## src/ebppc_pkg.sv

```systemverilog
// ebppc_pkg: constants, types and decode functions of the eight-bit port.
// assumes one 50 MHz clock domain; the pads resolve level and enables outside.
package ebppc_pkg;

    localparam int NPIN = 8;

    ////////////////////////////////////////////////////////////////////////////////////////////
    // register indices as printed; byte address is four times the index
    localparam logic [15:0] IDX_LEVEL = 16'hf2de;
    localparam logic [15:0] IDX_DIR = 16'hf2df;
    localparam logic [15:0] IDX_DRV_LO = 16'hf2e0;
    localparam logic [15:0] IDX_DRV_HI = 16'hf2e1;
    localparam logic [15:0] IDX_FN_LO = 16'hf2e2;
    localparam logic [15:0] IDX_FN_HI = 16'hf2e3;

    // register select codes
    localparam logic [2:0] SEL_LEVEL = 3'h0;
    localparam logic [2:0] SEL_DIR = 3'h1;
    localparam logic [2:0] SEL_DRV_LO = 3'h2;
    localparam logic [2:0] SEL_DRV_HI = 3'h3;
    localparam logic [2:0] SEL_FN_LO = 3'h4;
    localparam logic [2:0] SEL_FN_HI = 3'h5;
    localparam logic [2:0] SEL_NONE = 3'h7;
    localparam int NREG = 6;

    localparam logic [7:0] REG_RESET = 8'h00;
    localparam logic [31:0] RDATA_ZERO = 32'h0000_0000;
    localparam logic [23:0] RDATA_PAD = 24'h00_0000;
    localparam logic HRESP_OKAY = 1'b0;
    localparam int HTRANS_ACTIVE_BIT = 1;

    ////////////////////////////////////////////////////////////////////////////////////////////
    localparam logic DIR_OUT = 1'b0;
    localparam logic [1:0] DRV_HIZ = 2'h0;
    localparam logic [1:0] DRV_PCH = 2'h1;
    localparam logic [1:0] DRV_NCH = 2'h2;
    localparam logic [1:0] DRV_PP = 2'h3;
    localparam logic [1:0] IN_PULL_DOWN = 2'h1;
    localparam logic [1:0] IN_PULL_UP = 2'h2;

    typedef enum logic [1:0] {
        FN_PORT = 2'b00,
        FN_ALT1 = 2'b01,
        FN_ALT2 = 2'b10,
        FN_RSVD = 2'b11
    } ebppc_fn_t;

    // pins whose code 01 is reserved
    localparam logic [7:0] ALT1_RSVD_MASK = 8'h0c;

    localparam int PIN_SDA = 0;
    localparam int PIN_SCL = 1;
    localparam int PIN_P2 = 2;
    localparam int PIN_P3 = 3;
    localparam int PIN_RX1 = 4;
    localparam int PIN_TX1 = 5;
    localparam int PIN_RX0 = 6;
    localparam int PIN_TX0 = 7;

    ////////////////////////////////////////////////////////////////////////////////////////////
    typedef struct packed {
        logic async0_transmit;
        logic async1_transmit;
        logic sync_serial_data_out;
        logic sync_serial_clock;
        logic pulse_width_out_a;
        logic pulse_width_out_b;
        logic scl_out;
        logic sda_out;
    } ebppc_periph_out_t;

    typedef struct packed {
        logic async0_receive;
        logic async1_receive;
        logic sync_serial_data_in;
        logic sync_serial_clock;
        logic scl_in;
        logic sda_in;
    } ebppc_periph_in_t;

    localparam ebppc_periph_in_t PERIPH_IN_IDLE = 6'h33;

    typedef struct packed {
        logic [7:0] level;
        logic [7:0] oe_n;
        logic [7:0] pull_up;
        logic [7:0] pull_down;
    } ebppc_pad_t;

    localparam ebppc_pad_t PAD_RESET = 32'h00ff_0000;

    ////////////////////////////////////////////////////////////////////////////////////////////
    function automatic logic [2:0] reg_decode(input logic [31:0] addr);
        logic [2:0] sel;
        sel = SEL_NONE;
        if (addr == {14'h0000, IDX_LEVEL, 2'b00}) sel = SEL_LEVEL;
        if (addr == {14'h0000, IDX_DIR, 2'b00}) sel = SEL_DIR;
        if (addr == {14'h0000, IDX_DRV_LO, 2'b00}) sel = SEL_DRV_LO;
        if (addr == {14'h0000, IDX_DRV_HI, 2'b00}) sel = SEL_DRV_HI;
        if (addr == {14'h0000, IDX_FN_LO, 2'b00}) sel = SEL_FN_LO;
        if (addr == {14'h0000, IDX_FN_HI, 2'b00}) sel = SEL_FN_HI;
        return sel;
    endfunction

    // returns {level, oe_n}; oe_n low means the pad drives
    function automatic logic [1:0] pin_drive(input logic dir, input logic [1:0] code,
                                             input logic v);
        logic [1:0] r;
        r = 2'b01;
        if (dir == DIR_OUT) begin
            case (code)
                DRV_PCH: r = {v, ~v};
                DRV_NCH: r = {1'b0, v};
                DRV_PP: r = {v, 1'b0};
                default: r = 2'b01;
            endcase
        end
        return r;
    endfunction

endpackage

```

## src/ebppc_sync.sv

```systemverilog
// ebppc_sync: two-stage synchroniser for the pad input levels.
// assumes inputs asynchronous to hclk; only the second stage is read.
`timescale 1ns/100ps
module ebppc_sync #(
    parameter int W = 8
) (
    input wire logic hclk,
    input wire logic hresetn,
    input wire logic [W-1:0] async_in,
    output logic [W-1:0] sync_out
);

    logic [W-1:0] stage1_reg;

    always_ff @(posedge hclk or negedge hresetn) begin
        if (!hresetn) begin
            stage1_reg <= '0;
            sync_out <= '0;
        end else begin
            stage1_reg <= async_in;
            sync_out <= stage1_reg;
        end
    end

endmodule

```

## src/ebppc_top.sv

```systemverilog
// ebppc_top: eight-bit port pin control with an AHB-Lite register slave.
// assumes a single AHB-Lite master, zero-wait slave, pads outside resolve the wire.
// How it works
// - per-pin direction bit, 0 output, 1 input
// - output drive code: hiz, pch, nch, push-pull
// - input code: hiz, pull-down, pull-up, hiz
// - reset gives output direction, high impedance
// - output pin follows stored data bit
// - input pins read back sampled level
// - pin 7: port, async0 tx, pulse a
// - pin 6: port, async0 rx, sync data out
// - pin 5: port, async1 tx, sync clock
// - pin 4: port, async1 rx, sync data in
// - pin 3: port or pulse b
// - pin 2: port or sync data out
// - pin 1: port, i2c clock, sync clock
// - pin 0: port, i2c data, sync data in
// - reserved code: data ignored, output value low; pin floats under hiz or pch drive, driven low under nch or push-pull
// - output pins read stored value, reset zero
`timescale 1ns/100ps
module ebppc_top (
    input wire logic hclk,
    input wire logic hresetn,
    input wire logic hsel,
    input wire logic [31:0] haddr,
    input wire logic [1:0] htrans,
    input wire logic hwrite,
    input wire logic [2:0] hsize,
    input wire logic [31:0] hwdata,
    input wire logic hready,
    output logic hreadyout,
    output logic hresp,
    output logic [31:0] hrdata,
    input wire logic [7:0] pin_in,
    output ebppc_pkg::ebppc_pad_t pad,
    input wire ebppc_pkg::ebppc_periph_out_t periph_out,
    output ebppc_pkg::ebppc_periph_in_t periph_in
);

    ////////////////////////////////////////////////////////////////////////////////////////////
    // bus slave: writes land in the data phase, reads are registered at the address phase
    logic [7:0] regs_reg [ebppc_pkg::NREG];
    logic [7:0] regs_next [ebppc_pkg::NREG];
    logic wr_pend_reg;
    logic [2:0] wr_sel_reg;
    logic [7:0] sampled;

    wire addr_phase = hsel & htrans[ebppc_pkg::HTRANS_ACTIVE_BIT] & hready;
    wire [2:0] ap_sel = ebppc_pkg::reg_decode(haddr);
    wire rd_take = addr_phase & ~hwrite;

    // hsize is not checked: only whole-word transfers are issued
    always_comb begin
        for (int i = 0; i < ebppc_pkg::NREG; i++) begin
            regs_next[i] = regs_reg[i];
            if (wr_pend_reg && wr_sel_reg == 3'(i)) begin
                regs_next[i] = hwdata[7:0];
            end
        end
    end

    always_ff @(posedge hclk or negedge hresetn) begin
        if (!hresetn) begin
            for (int i = 0; i < ebppc_pkg::NREG; i++) begin
                regs_reg[i] <= ebppc_pkg::REG_RESET;
            end
        end else begin
            for (int i = 0; i < ebppc_pkg::NREG; i++) begin
                regs_reg[i] <= regs_next[i];
            end
        end
    end

    always_ff @(posedge hclk or negedge hresetn) begin
        if (!hresetn) begin
            wr_pend_reg <= 1'b0;
            wr_sel_reg <= ebppc_pkg::SEL_NONE;
        end else begin
            wr_pend_reg <= addr_phase & hwrite;
            wr_sel_reg <= ap_sel;
        end
    end

    // read path sees a write still in its data phase, so back-to-back is coherent
    wire [7:0] level_fwd = regs_next[ebppc_pkg::SEL_LEVEL];
    wire [7:0] dir_fwd = regs_next[ebppc_pkg::SEL_DIR];
    wire [7:0] level_read = (dir_fwd & sampled) | (~dir_fwd & level_fwd);
    wire [7:0] rd_val = (ap_sel == ebppc_pkg::SEL_LEVEL) ? level_read :
                        (ap_sel == ebppc_pkg::SEL_NONE) ? ebppc_pkg::REG_RESET :
                        regs_next[ap_sel];

    always_ff @(posedge hclk or negedge hresetn) begin
        if (!hresetn) begin
            hrdata <= ebppc_pkg::RDATA_ZERO;
            hreadyout <= 1'b1;
            hresp <= ebppc_pkg::HRESP_OKAY;
        end else begin
            hrdata <= rd_take ? {ebppc_pkg::RDATA_PAD, rd_val} : ebppc_pkg::RDATA_ZERO;
            hreadyout <= 1'b1;
            hresp <= ebppc_pkg::HRESP_OKAY;
        end
    end

    ////////////////////////////////////////////////////////////////////////////////////////////
    // coined register names
    wire [7:0] pin_level_register = regs_reg[ebppc_pkg::SEL_LEVEL];
    wire [7:0] pin_direction_register = regs_reg[ebppc_pkg::SEL_DIR];
    wire [7:0] pin_drive_type_lo = regs_reg[ebppc_pkg::SEL_DRV_LO];
    wire [7:0] pin_drive_type_hi = regs_reg[ebppc_pkg::SEL_DRV_HI];
    wire [7:0] pin_function_select_lo = regs_reg[ebppc_pkg::SEL_FN_LO];
    wire [7:0] pin_function_select_hi = regs_reg[ebppc_pkg::SEL_FN_HI];

    ebppc_sync #(
        .W(ebppc_pkg::NPIN)
    ) u_sync (
        .hclk(hclk),
        .hresetn(hresetn),
        .async_in(pin_in),
        .sync_out(sampled)
    );

    ////////////////////////////////////////////////////////////////////////////////////////////
    // per-pin function codes and the peripheral values behind them
    ebppc_pkg::ebppc_fn_t fn [ebppc_pkg::NPIN];
    wire [7:0] alt1;
    wire [7:0] alt2;
    logic [7:0] out_val;
    ebppc_pkg::ebppc_pad_t pad_next;

    always_comb begin
        for (int i = 0; i < ebppc_pkg::NPIN; i++) begin
            fn[i] = ebppc_pkg::ebppc_fn_t'({pin_function_select_hi[i], pin_function_select_lo[i]});
        end
    end

    // input-only functions keep the stored data as their output value
    assign alt1[ebppc_pkg::PIN_TX0] = periph_out.async0_transmit;
    assign alt2[ebppc_pkg::PIN_TX0] = periph_out.pulse_width_out_a;
    assign alt1[ebppc_pkg::PIN_RX0] = pin_level_register[ebppc_pkg::PIN_RX0];
    assign alt2[ebppc_pkg::PIN_RX0] = periph_out.sync_serial_data_out;
    assign alt1[ebppc_pkg::PIN_TX1] = periph_out.async1_transmit;
    assign alt2[ebppc_pkg::PIN_TX1] = periph_out.sync_serial_clock;
    assign alt1[ebppc_pkg::PIN_RX1] = pin_level_register[ebppc_pkg::PIN_RX1];
    assign alt2[ebppc_pkg::PIN_RX1] = pin_level_register[ebppc_pkg::PIN_RX1];
    assign alt1[ebppc_pkg::PIN_P3] = 1'b0;
    assign alt2[ebppc_pkg::PIN_P3] = periph_out.pulse_width_out_b;
    assign alt1[ebppc_pkg::PIN_P2] = 1'b0;
    assign alt2[ebppc_pkg::PIN_P2] = periph_out.sync_serial_data_out;
    assign alt1[ebppc_pkg::PIN_SCL] = periph_out.scl_out;
    assign alt2[ebppc_pkg::PIN_SCL] = periph_out.sync_serial_clock;
    assign alt1[ebppc_pkg::PIN_SDA] = periph_out.sda_out;
    assign alt2[ebppc_pkg::PIN_SDA] = pin_level_register[ebppc_pkg::PIN_SDA];

    // reserved codes force a zero value; the drive decode then floats or pulls low
    wire [7:0] rsvd_mask;
    for (genvar g = 0; g < ebppc_pkg::NPIN; g++) begin : g_pin
        assign rsvd_mask[g] = (fn[g] == ebppc_pkg::FN_RSVD) |
                              ((fn[g] == ebppc_pkg::FN_ALT1) &
                               ebppc_pkg::ALT1_RSVD_MASK[g]);
    end

    always_comb begin
        for (int i = 0; i < ebppc_pkg::NPIN; i++) begin
            case (fn[i])
                ebppc_pkg::FN_PORT: out_val[i] = pin_level_register[i];
                ebppc_pkg::FN_ALT1: out_val[i] = alt1[i];
                ebppc_pkg::FN_ALT2: out_val[i] = alt2[i];
                default: out_val[i] = 1'b0;
            endcase
            if (rsvd_mask[i]) begin
                out_val[i] = 1'b0;
            end
        end
    end

    wire [7:0] is_input = pin_direction_register;
    wire [7:0] pu_mask = is_input & pin_drive_type_hi & ~pin_drive_type_lo;
    wire [7:0] pd_mask = is_input & ~pin_drive_type_hi & pin_drive_type_lo;

    always_comb begin
        pad_next = ebppc_pkg::PAD_RESET;
        for (int i = 0; i < ebppc_pkg::NPIN; i++) begin
            {pad_next.level[i], pad_next.oe_n[i]} = ebppc_pkg::pin_drive(
                is_input[i], {pin_drive_type_hi[i], pin_drive_type_lo[i]}, out_val[i]);
        end
        pad_next.pull_up = pu_mask;
        pad_next.pull_down = pd_mask;
    end

    ////////////////////////////////////////////////////////////////////////////////////////////
    // peripheral inputs: idle level when the function is not selected
    ebppc_pkg::ebppc_periph_in_t pin_next;

    always_comb begin
        pin_next = ebppc_pkg::PERIPH_IN_IDLE;
        if (fn[ebppc_pkg::PIN_RX0] == ebppc_pkg::FN_ALT1) begin
            pin_next.async0_receive = sampled[ebppc_pkg::PIN_RX0];
        end
        if (fn[ebppc_pkg::PIN_RX1] == ebppc_pkg::FN_ALT1) begin
            pin_next.async1_receive = sampled[ebppc_pkg::PIN_RX1];
        end
        if (fn[ebppc_pkg::PIN_RX1] == ebppc_pkg::FN_ALT2) begin
            pin_next.sync_serial_data_in = sampled[ebppc_pkg::PIN_RX1];
        end else if (fn[ebppc_pkg::PIN_SDA] == ebppc_pkg::FN_ALT2) begin
            pin_next.sync_serial_data_in = sampled[ebppc_pkg::PIN_SDA];
        end
        if (fn[ebppc_pkg::PIN_TX1] == ebppc_pkg::FN_ALT2) begin
            pin_next.sync_serial_clock = sampled[ebppc_pkg::PIN_TX1];
        end else if (fn[ebppc_pkg::PIN_SCL] == ebppc_pkg::FN_ALT2) begin
            pin_next.sync_serial_clock = sampled[ebppc_pkg::PIN_SCL];
        end
        if (fn[ebppc_pkg::PIN_SCL] == ebppc_pkg::FN_ALT1) begin
            pin_next.scl_in = sampled[ebppc_pkg::PIN_SCL];
        end
        if (fn[ebppc_pkg::PIN_SDA] == ebppc_pkg::FN_ALT1) begin
            pin_next.sda_in = sampled[ebppc_pkg::PIN_SDA];
        end
    end

    always_ff @(posedge hclk or negedge hresetn) begin
        if (!hresetn) begin
            pad <= ebppc_pkg::PAD_RESET;
            periph_in <= ebppc_pkg::PERIPH_IN_IDLE;
        end else begin
            pad <= pad_next;
            periph_in <= pin_next;
        end
    end

    wire [7:0] out_dir = ~is_input;
    wire [7:0] hiz_mask = out_dir & ~pin_drive_type_hi & ~pin_drive_type_lo;
    wire [7:0] pp_port_mask = out_dir & pin_drive_type_hi & pin_drive_type_lo & ~rsvd_mask &
                              ~pin_function_select_hi & ~pin_function_select_lo;
    wire [7:0] rsvd_low_mask = out_dir & pin_drive_type_hi & rsvd_mask;
    wire [7:0] nch_mask = out_dir & pin_drive_type_hi & ~pin_drive_type_lo;
endmodule

```

## config.mk

```make
export PLATFORM = sky130hd
export DESIGN_NAME = ebppc_top
export DESIGN_NICKNAME = d
export VERILOG_FILES = /design/src/ebppc_pkg.sv /design/src/ebppc_sync.sv /design/src/ebppc_top.sv
export SDC_FILE = /design/constraint.sdc
export NUM_CORES = 1
export LEC_CHECK = 0
export BUFFER_PORTS_ARGS = -buffer_cell sky130_fd_sc_hd__buf_2
export CAP_MARGIN = 40
export CORE_ASPECT_RATIO = 0.75
export CORE_MARGIN = 5
export CORE_UTILIZATION = 51
export DETAILED_ROUTE_END_ITERATION = 6
export PLACE_DENSITY_LB_ADDON = 0.12
export SETUP_SLACK_MARGIN = 0.5
export SYNTH_ARGS = -nofsm -noshare
export SYNTH_HDL_FRONTEND = slang
export SYNTH_SLANG_ARGS = --single-unit
```

## constraint.sdc

```tcl
create_clock -name hclk -period 2.4 [get_ports hclk]
set_input_delay 0.12 -clock hclk [delete_from_list [all_inputs] [get_ports hclk]]
set_output_delay 0.12 -clock hclk [all_outputs]
set_load 0.01 [all_outputs]
```

======== Word level (Yosys, flattened, before mapping) ========
Index checks and enable logic that the tools add are counted.
operators by class
  equal/unequal tests ..................... 60
  order comparisons ....................... 1
  mux-type cells .......................... 58
  bitwise gates (word level) .............. 26
  reductions and logical operators ........ 19
operator list
  cell                  number
  $eq 32x18->1 const B  6
  $mux 8                11
  $eq 2x2->1 const B    32
  $and 8x8->8           6
  $pmux 2 s3            8
  $eq 2x1->1 const B    16
  $bmux 8 s3            1
  $not 8->8             3
  $mux 3                6
  $mux 1                17
  $logic_not 2->1       8
  $mux 2                8
  $eq 3x3->1 const B    3
  $not 1->1             9
  $pmux 1 s3            3
  $or 8x8->8            1
  $pmux 1 s2            4
  $eq 3x2->1 const B    2
  $logic_and 1x1->1     6
  $logic_not 3->1       2
  $and 1x1->1           4
  $ge 4x4->1 const B    1
  $not 3->4             1
  $reduce_or 2->1       2
  3 further kinds       4
storage, ports and cells
  input port bits ......................... 90
  output and inout port bits .............. 72
  bits in registers ....................... 114

======== Longest topological paths before layout ========
  depth after elaboration ................. 14
  depth in mapped cells ................... 8
  mapped depth without buffers ............ 6

======== Hierarchy ========
A second synthesis with hierarchy kept.
second synthesis, totals
  cell total of the unflattened synthesis .. 403
  area total of the unflattened synthesis .. 5039.8 um^2
modules (own cells, without submodules)
  module      seq. area each (um^2)  cells an instance  instances  area an instance (um^2)
  ebppc_top   2471.1                 387                1          4639.4
  ebppc_sync  400.4                  16                 1          400.4

======== Least setup slack after synthesis ========
No wires, ideal clock.
  path kind ............................... reg-to-reg
  from .................................... register wr_sel_reg[1]
  to ...................................... register hrdata[3]
  data required time ...................... 2254 ps
  path slack .............................. 186 ps
  stages on the path, launching flop included .. 8
  arrival ................................. 2069 ps
  setup time .............................. 146 ps
  path buffers ............................ 1
  path through ............................ dfstp_2 -> buf_2 -> nand3b_1 -> nor2_2 -> mux2_2 -> or4b_1 -> o21ai_0 -> a221oi_2
RTL lines
  what                      line             text
  start: declaration        ebppc_top.sv:45  logic [2:0] wr_sel_reg;
  start signal: assignment  ebppc_top.sv:77  wr_sel_reg <= ebppc_pkg::SEL_NONE;
  start signal: assignment  ebppc_top.sv:80  wr_sel_reg <= ap_sel;
  end signal: assignment    ebppc_top.sv:94  hrdata <= ebppc_pkg::RDATA_ZERO;
  end signal: assignment    ebppc_top.sv:98  hrdata <= rd_take ? {ebppc_pkg::RDATA_PAD, rd_val} : ebppc_pkg::RDATA_ZERO;
  end: declaration          ebppc_top.sv:33  output logic [31:0] hrdata,

==> flow_metrics.tcl <==
set metrics [dict create \
    clkLatencyLatePin_ns 0.41 \
    n_antenna_cell 0 \
    stdcell_count 710 \
    setup_viol 0 \
    yosysTopAreaCellShare_pct 49.5 \
    num_rows 31 \
    antenna_found_initial 0 \
    worstPathMaxFanout 5 \
    drive_above_1_share_pct 42.0 \
    status "finished clean" \
    antenna_left 0 \
    ys.flop_type "dfrtp_1" \
    criticalPathCategory "reg -> reg" \
    slew_violations 0 \
    grt_pass1_wl_mm 19.1 \
    yosysWarnings 0 \
    num-fill-cells 731 \
    dieHeight_microns 95.8 \
    synth_top_area_cell "dfrtp_1" \
    netlist_instances 410 \
    cp-end-kind "register" \
    gp_congestion 0.803 \
    fin_setup_tns_ns 0 \
    drtPass1Iterations 4 \
    netlist_top_cells_area "dfrtp_1 (49%), dfstp_2 (7.9%), mux2i_1 (7.0%)" \
    largest_reg_flops 32 \
    synth.ff_latch_count 114 \
    initial_utilization_pct 52.1 \
    cts_root_buffer "clkbuf_16" \
    switchingPower_mw 0.964 \
    cts_max_level 4 \
    grt-ovfl-total 0 \
    skew_ns 0.00795 \
    numCtsBuffers 17 \
    max_freq_ghz 0.476 \
    die_w_microns 124 \
    vias 3610 \
    drc 0 \
    finalCriticalPeriod_ns 2.10 \
    clkPwrFrac_pct 53.0 \
    grt_pass1_vias 3759 \
    cap_violations 0 \
    worst-r2r-setup-slack_ns 0.30 \
    synthDistinctLibCells 46 \
    required_ns 2.66 \
    cts_tree "built" \
    crit_path_start_kind "register" \
    drt_first_iter_violations 234 \
    io_pins 162 \
    clock_sinks 114 \
    synth.avg_cell_area_sq_um 12.2 \
    die_area_sq_um 11900 \
    post_drt_wl_per_cell_microns 16.8 \
    clkTransAtPathRegs_ns 0.05 \
    port_buffers 107 \
    hold_path.class "in -> reg" \
    p_sw_share_pct 20.1 \
    async_flop_share_pct 100 \
    core_sq_um 9620 \
    relSlewSlack_pct 65.6 \
    critPathArrivalTime_ns 2.36 \
    pwr-share-comb_pct 5.3 \
    syn_area_sq_um 5010 \
    peakVddDrop_mv 0.425 \
    cts_buffer_depth 2 \
    p_leak_nw 3.41 \
    fin_crit_sh_pct 87.5 \
    ys_seq_area_share_pct 57.3 \
    tightest_slew_ns 0.515 \
    multiInputGateArea_sq_um 2030 \
    nNetsFinal 657 \
    top_register "pad" \
    grt_usage_pct 20.8 \
    p_int_mw 3.83 \
    synth_edf_count 0 \
    p_seq_share_pct 41.6 \
    viasPerCell 5.08 \
    dp_hpwl_mm 8.11 \
    placedCellCount 659 \
    power_density_nw_per_um2 718 \
    hold_violations 0 \
    regArea_sq_um 2870 \
    rsz0062_at_grt "yes" \
    area_delta_synth_final_pct 33.4 \
    grt_max_degree 57 \
    wl_mm 11.9 \
]
-- per-stage QoR --
stage / util, % / worst slack (ns) / cell area, sq um / power (mW) / hold slack (ns)
2_1_floorplan: - / 0.273 / 5130 / 2.15 / -0.176
3_3_place_gp: 60.1 / 0.155 / 5780 / 2.25 / 0.00346
3_5_place_dp: 60.1 / 0.110 / 5780 / 2.26 / 0.00805
4_1_cts: 68.3 / 0.312 / 6570 / 4.83 / 0.0190
5_1_grt: 69.4 / 0.239 / 6680 / 4.97 / 0.0425
6_report: 69.4 / 0.300 / 6680 / 4.79 / 0.0421
-- worst paths after layout --
path	depth (start not counted)	endpoint	start
worst max-delay path	7	hrdata[5]$_DFF_PN0_	wr_sel_reg[1]$_DFF_PN1_
worst min-delay path	3	pin_function_select_hi[4]$_DFF_PN0_	hwdata[4]
worst max register to register	7	hrdata[5]$_DFF_PN0_	wr_sel_reg[1]$_DFF_PN1_
worst min register to register	0	u_sync.sync_out[7]$_DFF_PN0_	u_sync.stage1_reg[7]$_DFF_PN0_
max in group asynchronous	3	pad[19]$_DFF_PN1_	hresetn
min in group asynchronous	2	pad[14]$_DFF_PN0_	hresetn
-- kinds of logic after synthesis --
logic type	synth area share, %
AO/OA/AOI/OAI	6.95
flip-flops	57.3
other	0.150
buffers and inverters	6.65
AND/OR/NAND/NOR	15.8
multiplexers	13.1
-- cell usage after synthesis, types with 8 or more instances --
master and count:
a21o_1 8, and3b_1 11, buf_4 26, dfrtp_1 99
dfstp_2 15, inv_1 23, mux2_2 27, mux2i_1 35
nand2_1 34, nor2_1 19, nor3_1 8, o21ai_0 13
or2_2 8
-- area by class of cell --
cell class,instances,area share (%)
clock buffers,25,7.57
clock inverters,5,1.50
inverters,23,1.29
multi-input cells,261,30.3
flip-flops and latches,114,43.0
well taps,132,2.47
repair buffers,150,13.8
-- critical path, cell delays in order, from the launching register on --
cell and delay (ns):
dfstp_2 0.52, nand3b_1 0.14, nor2_4 0.19, buf_12 0.14
mux2_4 0.30, or4b_1 0.47, o21ai_1 0.09, a221oi_1 0.10
-- power groups by stage --
| stage | Sequential, mW | Clock (mW) | Combinational, mW |
|---|---|---|---|
| after global placement | 2.02 | 0 | 0.231 |
| after detailed placement | 2.02 | 0 | 0.236 |
| final | 2.00 | 2.54 | 0.256 |
| after floorplan | 2.02 | 0 | 0.121 |
| after global routing | 2.00 | 2.68 | 0.285 |
| after CTS | 1.99 | 2.59 | 0.252 |
-- timing repair --
item	4_1_cts	5_1_grt
setup buffers	7	2
pin swaps	3	4
hold buffers	11	0
cloned	0	0
gates resized for setup	3	21
hold endpoints to repair	74	0
setup endpoints to repair	8	8
-- metal layers --
layer  share of wire, %  up-vias  global-route usage (%)
met2                 49      109                    33.6
li1                   -     1710                       -
met5                  0        -                       0
met1                 44     1783                    27.2
met4               0.85        0                    7.21
met3                6.8        8                    6.05
-- placed cells by master (no fill, tap or decap), types with 3 or more instances in the layout --
cell type      instances
or4b_4                 5
or4b_1                 3
buf_2                106
nor4_1                 3
buf_6                  3
clkbuf_16             17
nand2b_1               3
nor4b_1                3
mux2_4                 8
and3b_1               11
nor3_1                 8
buf_4                 28
clkbuf_8               5
a21o_1                 8
o21ai_1                3
dfrtp_1               99
mux2i_1               33
dfstp_2               15
or2_2                  8
a221o_1                7
nand3b_1               4
o21ai_0                5
nand2_1               34
nor3b_1                3
inv_1                 23
nor2b_1                5
a221oi_2               5
conb_1                26
o21ai_2                6
mux2_2                19
dlygate4sd3_1         11
nand3_1                7
bufinv_16              3
nor2_1                19
clkbuf_1               3
Power figures use the tool's default switching activity.
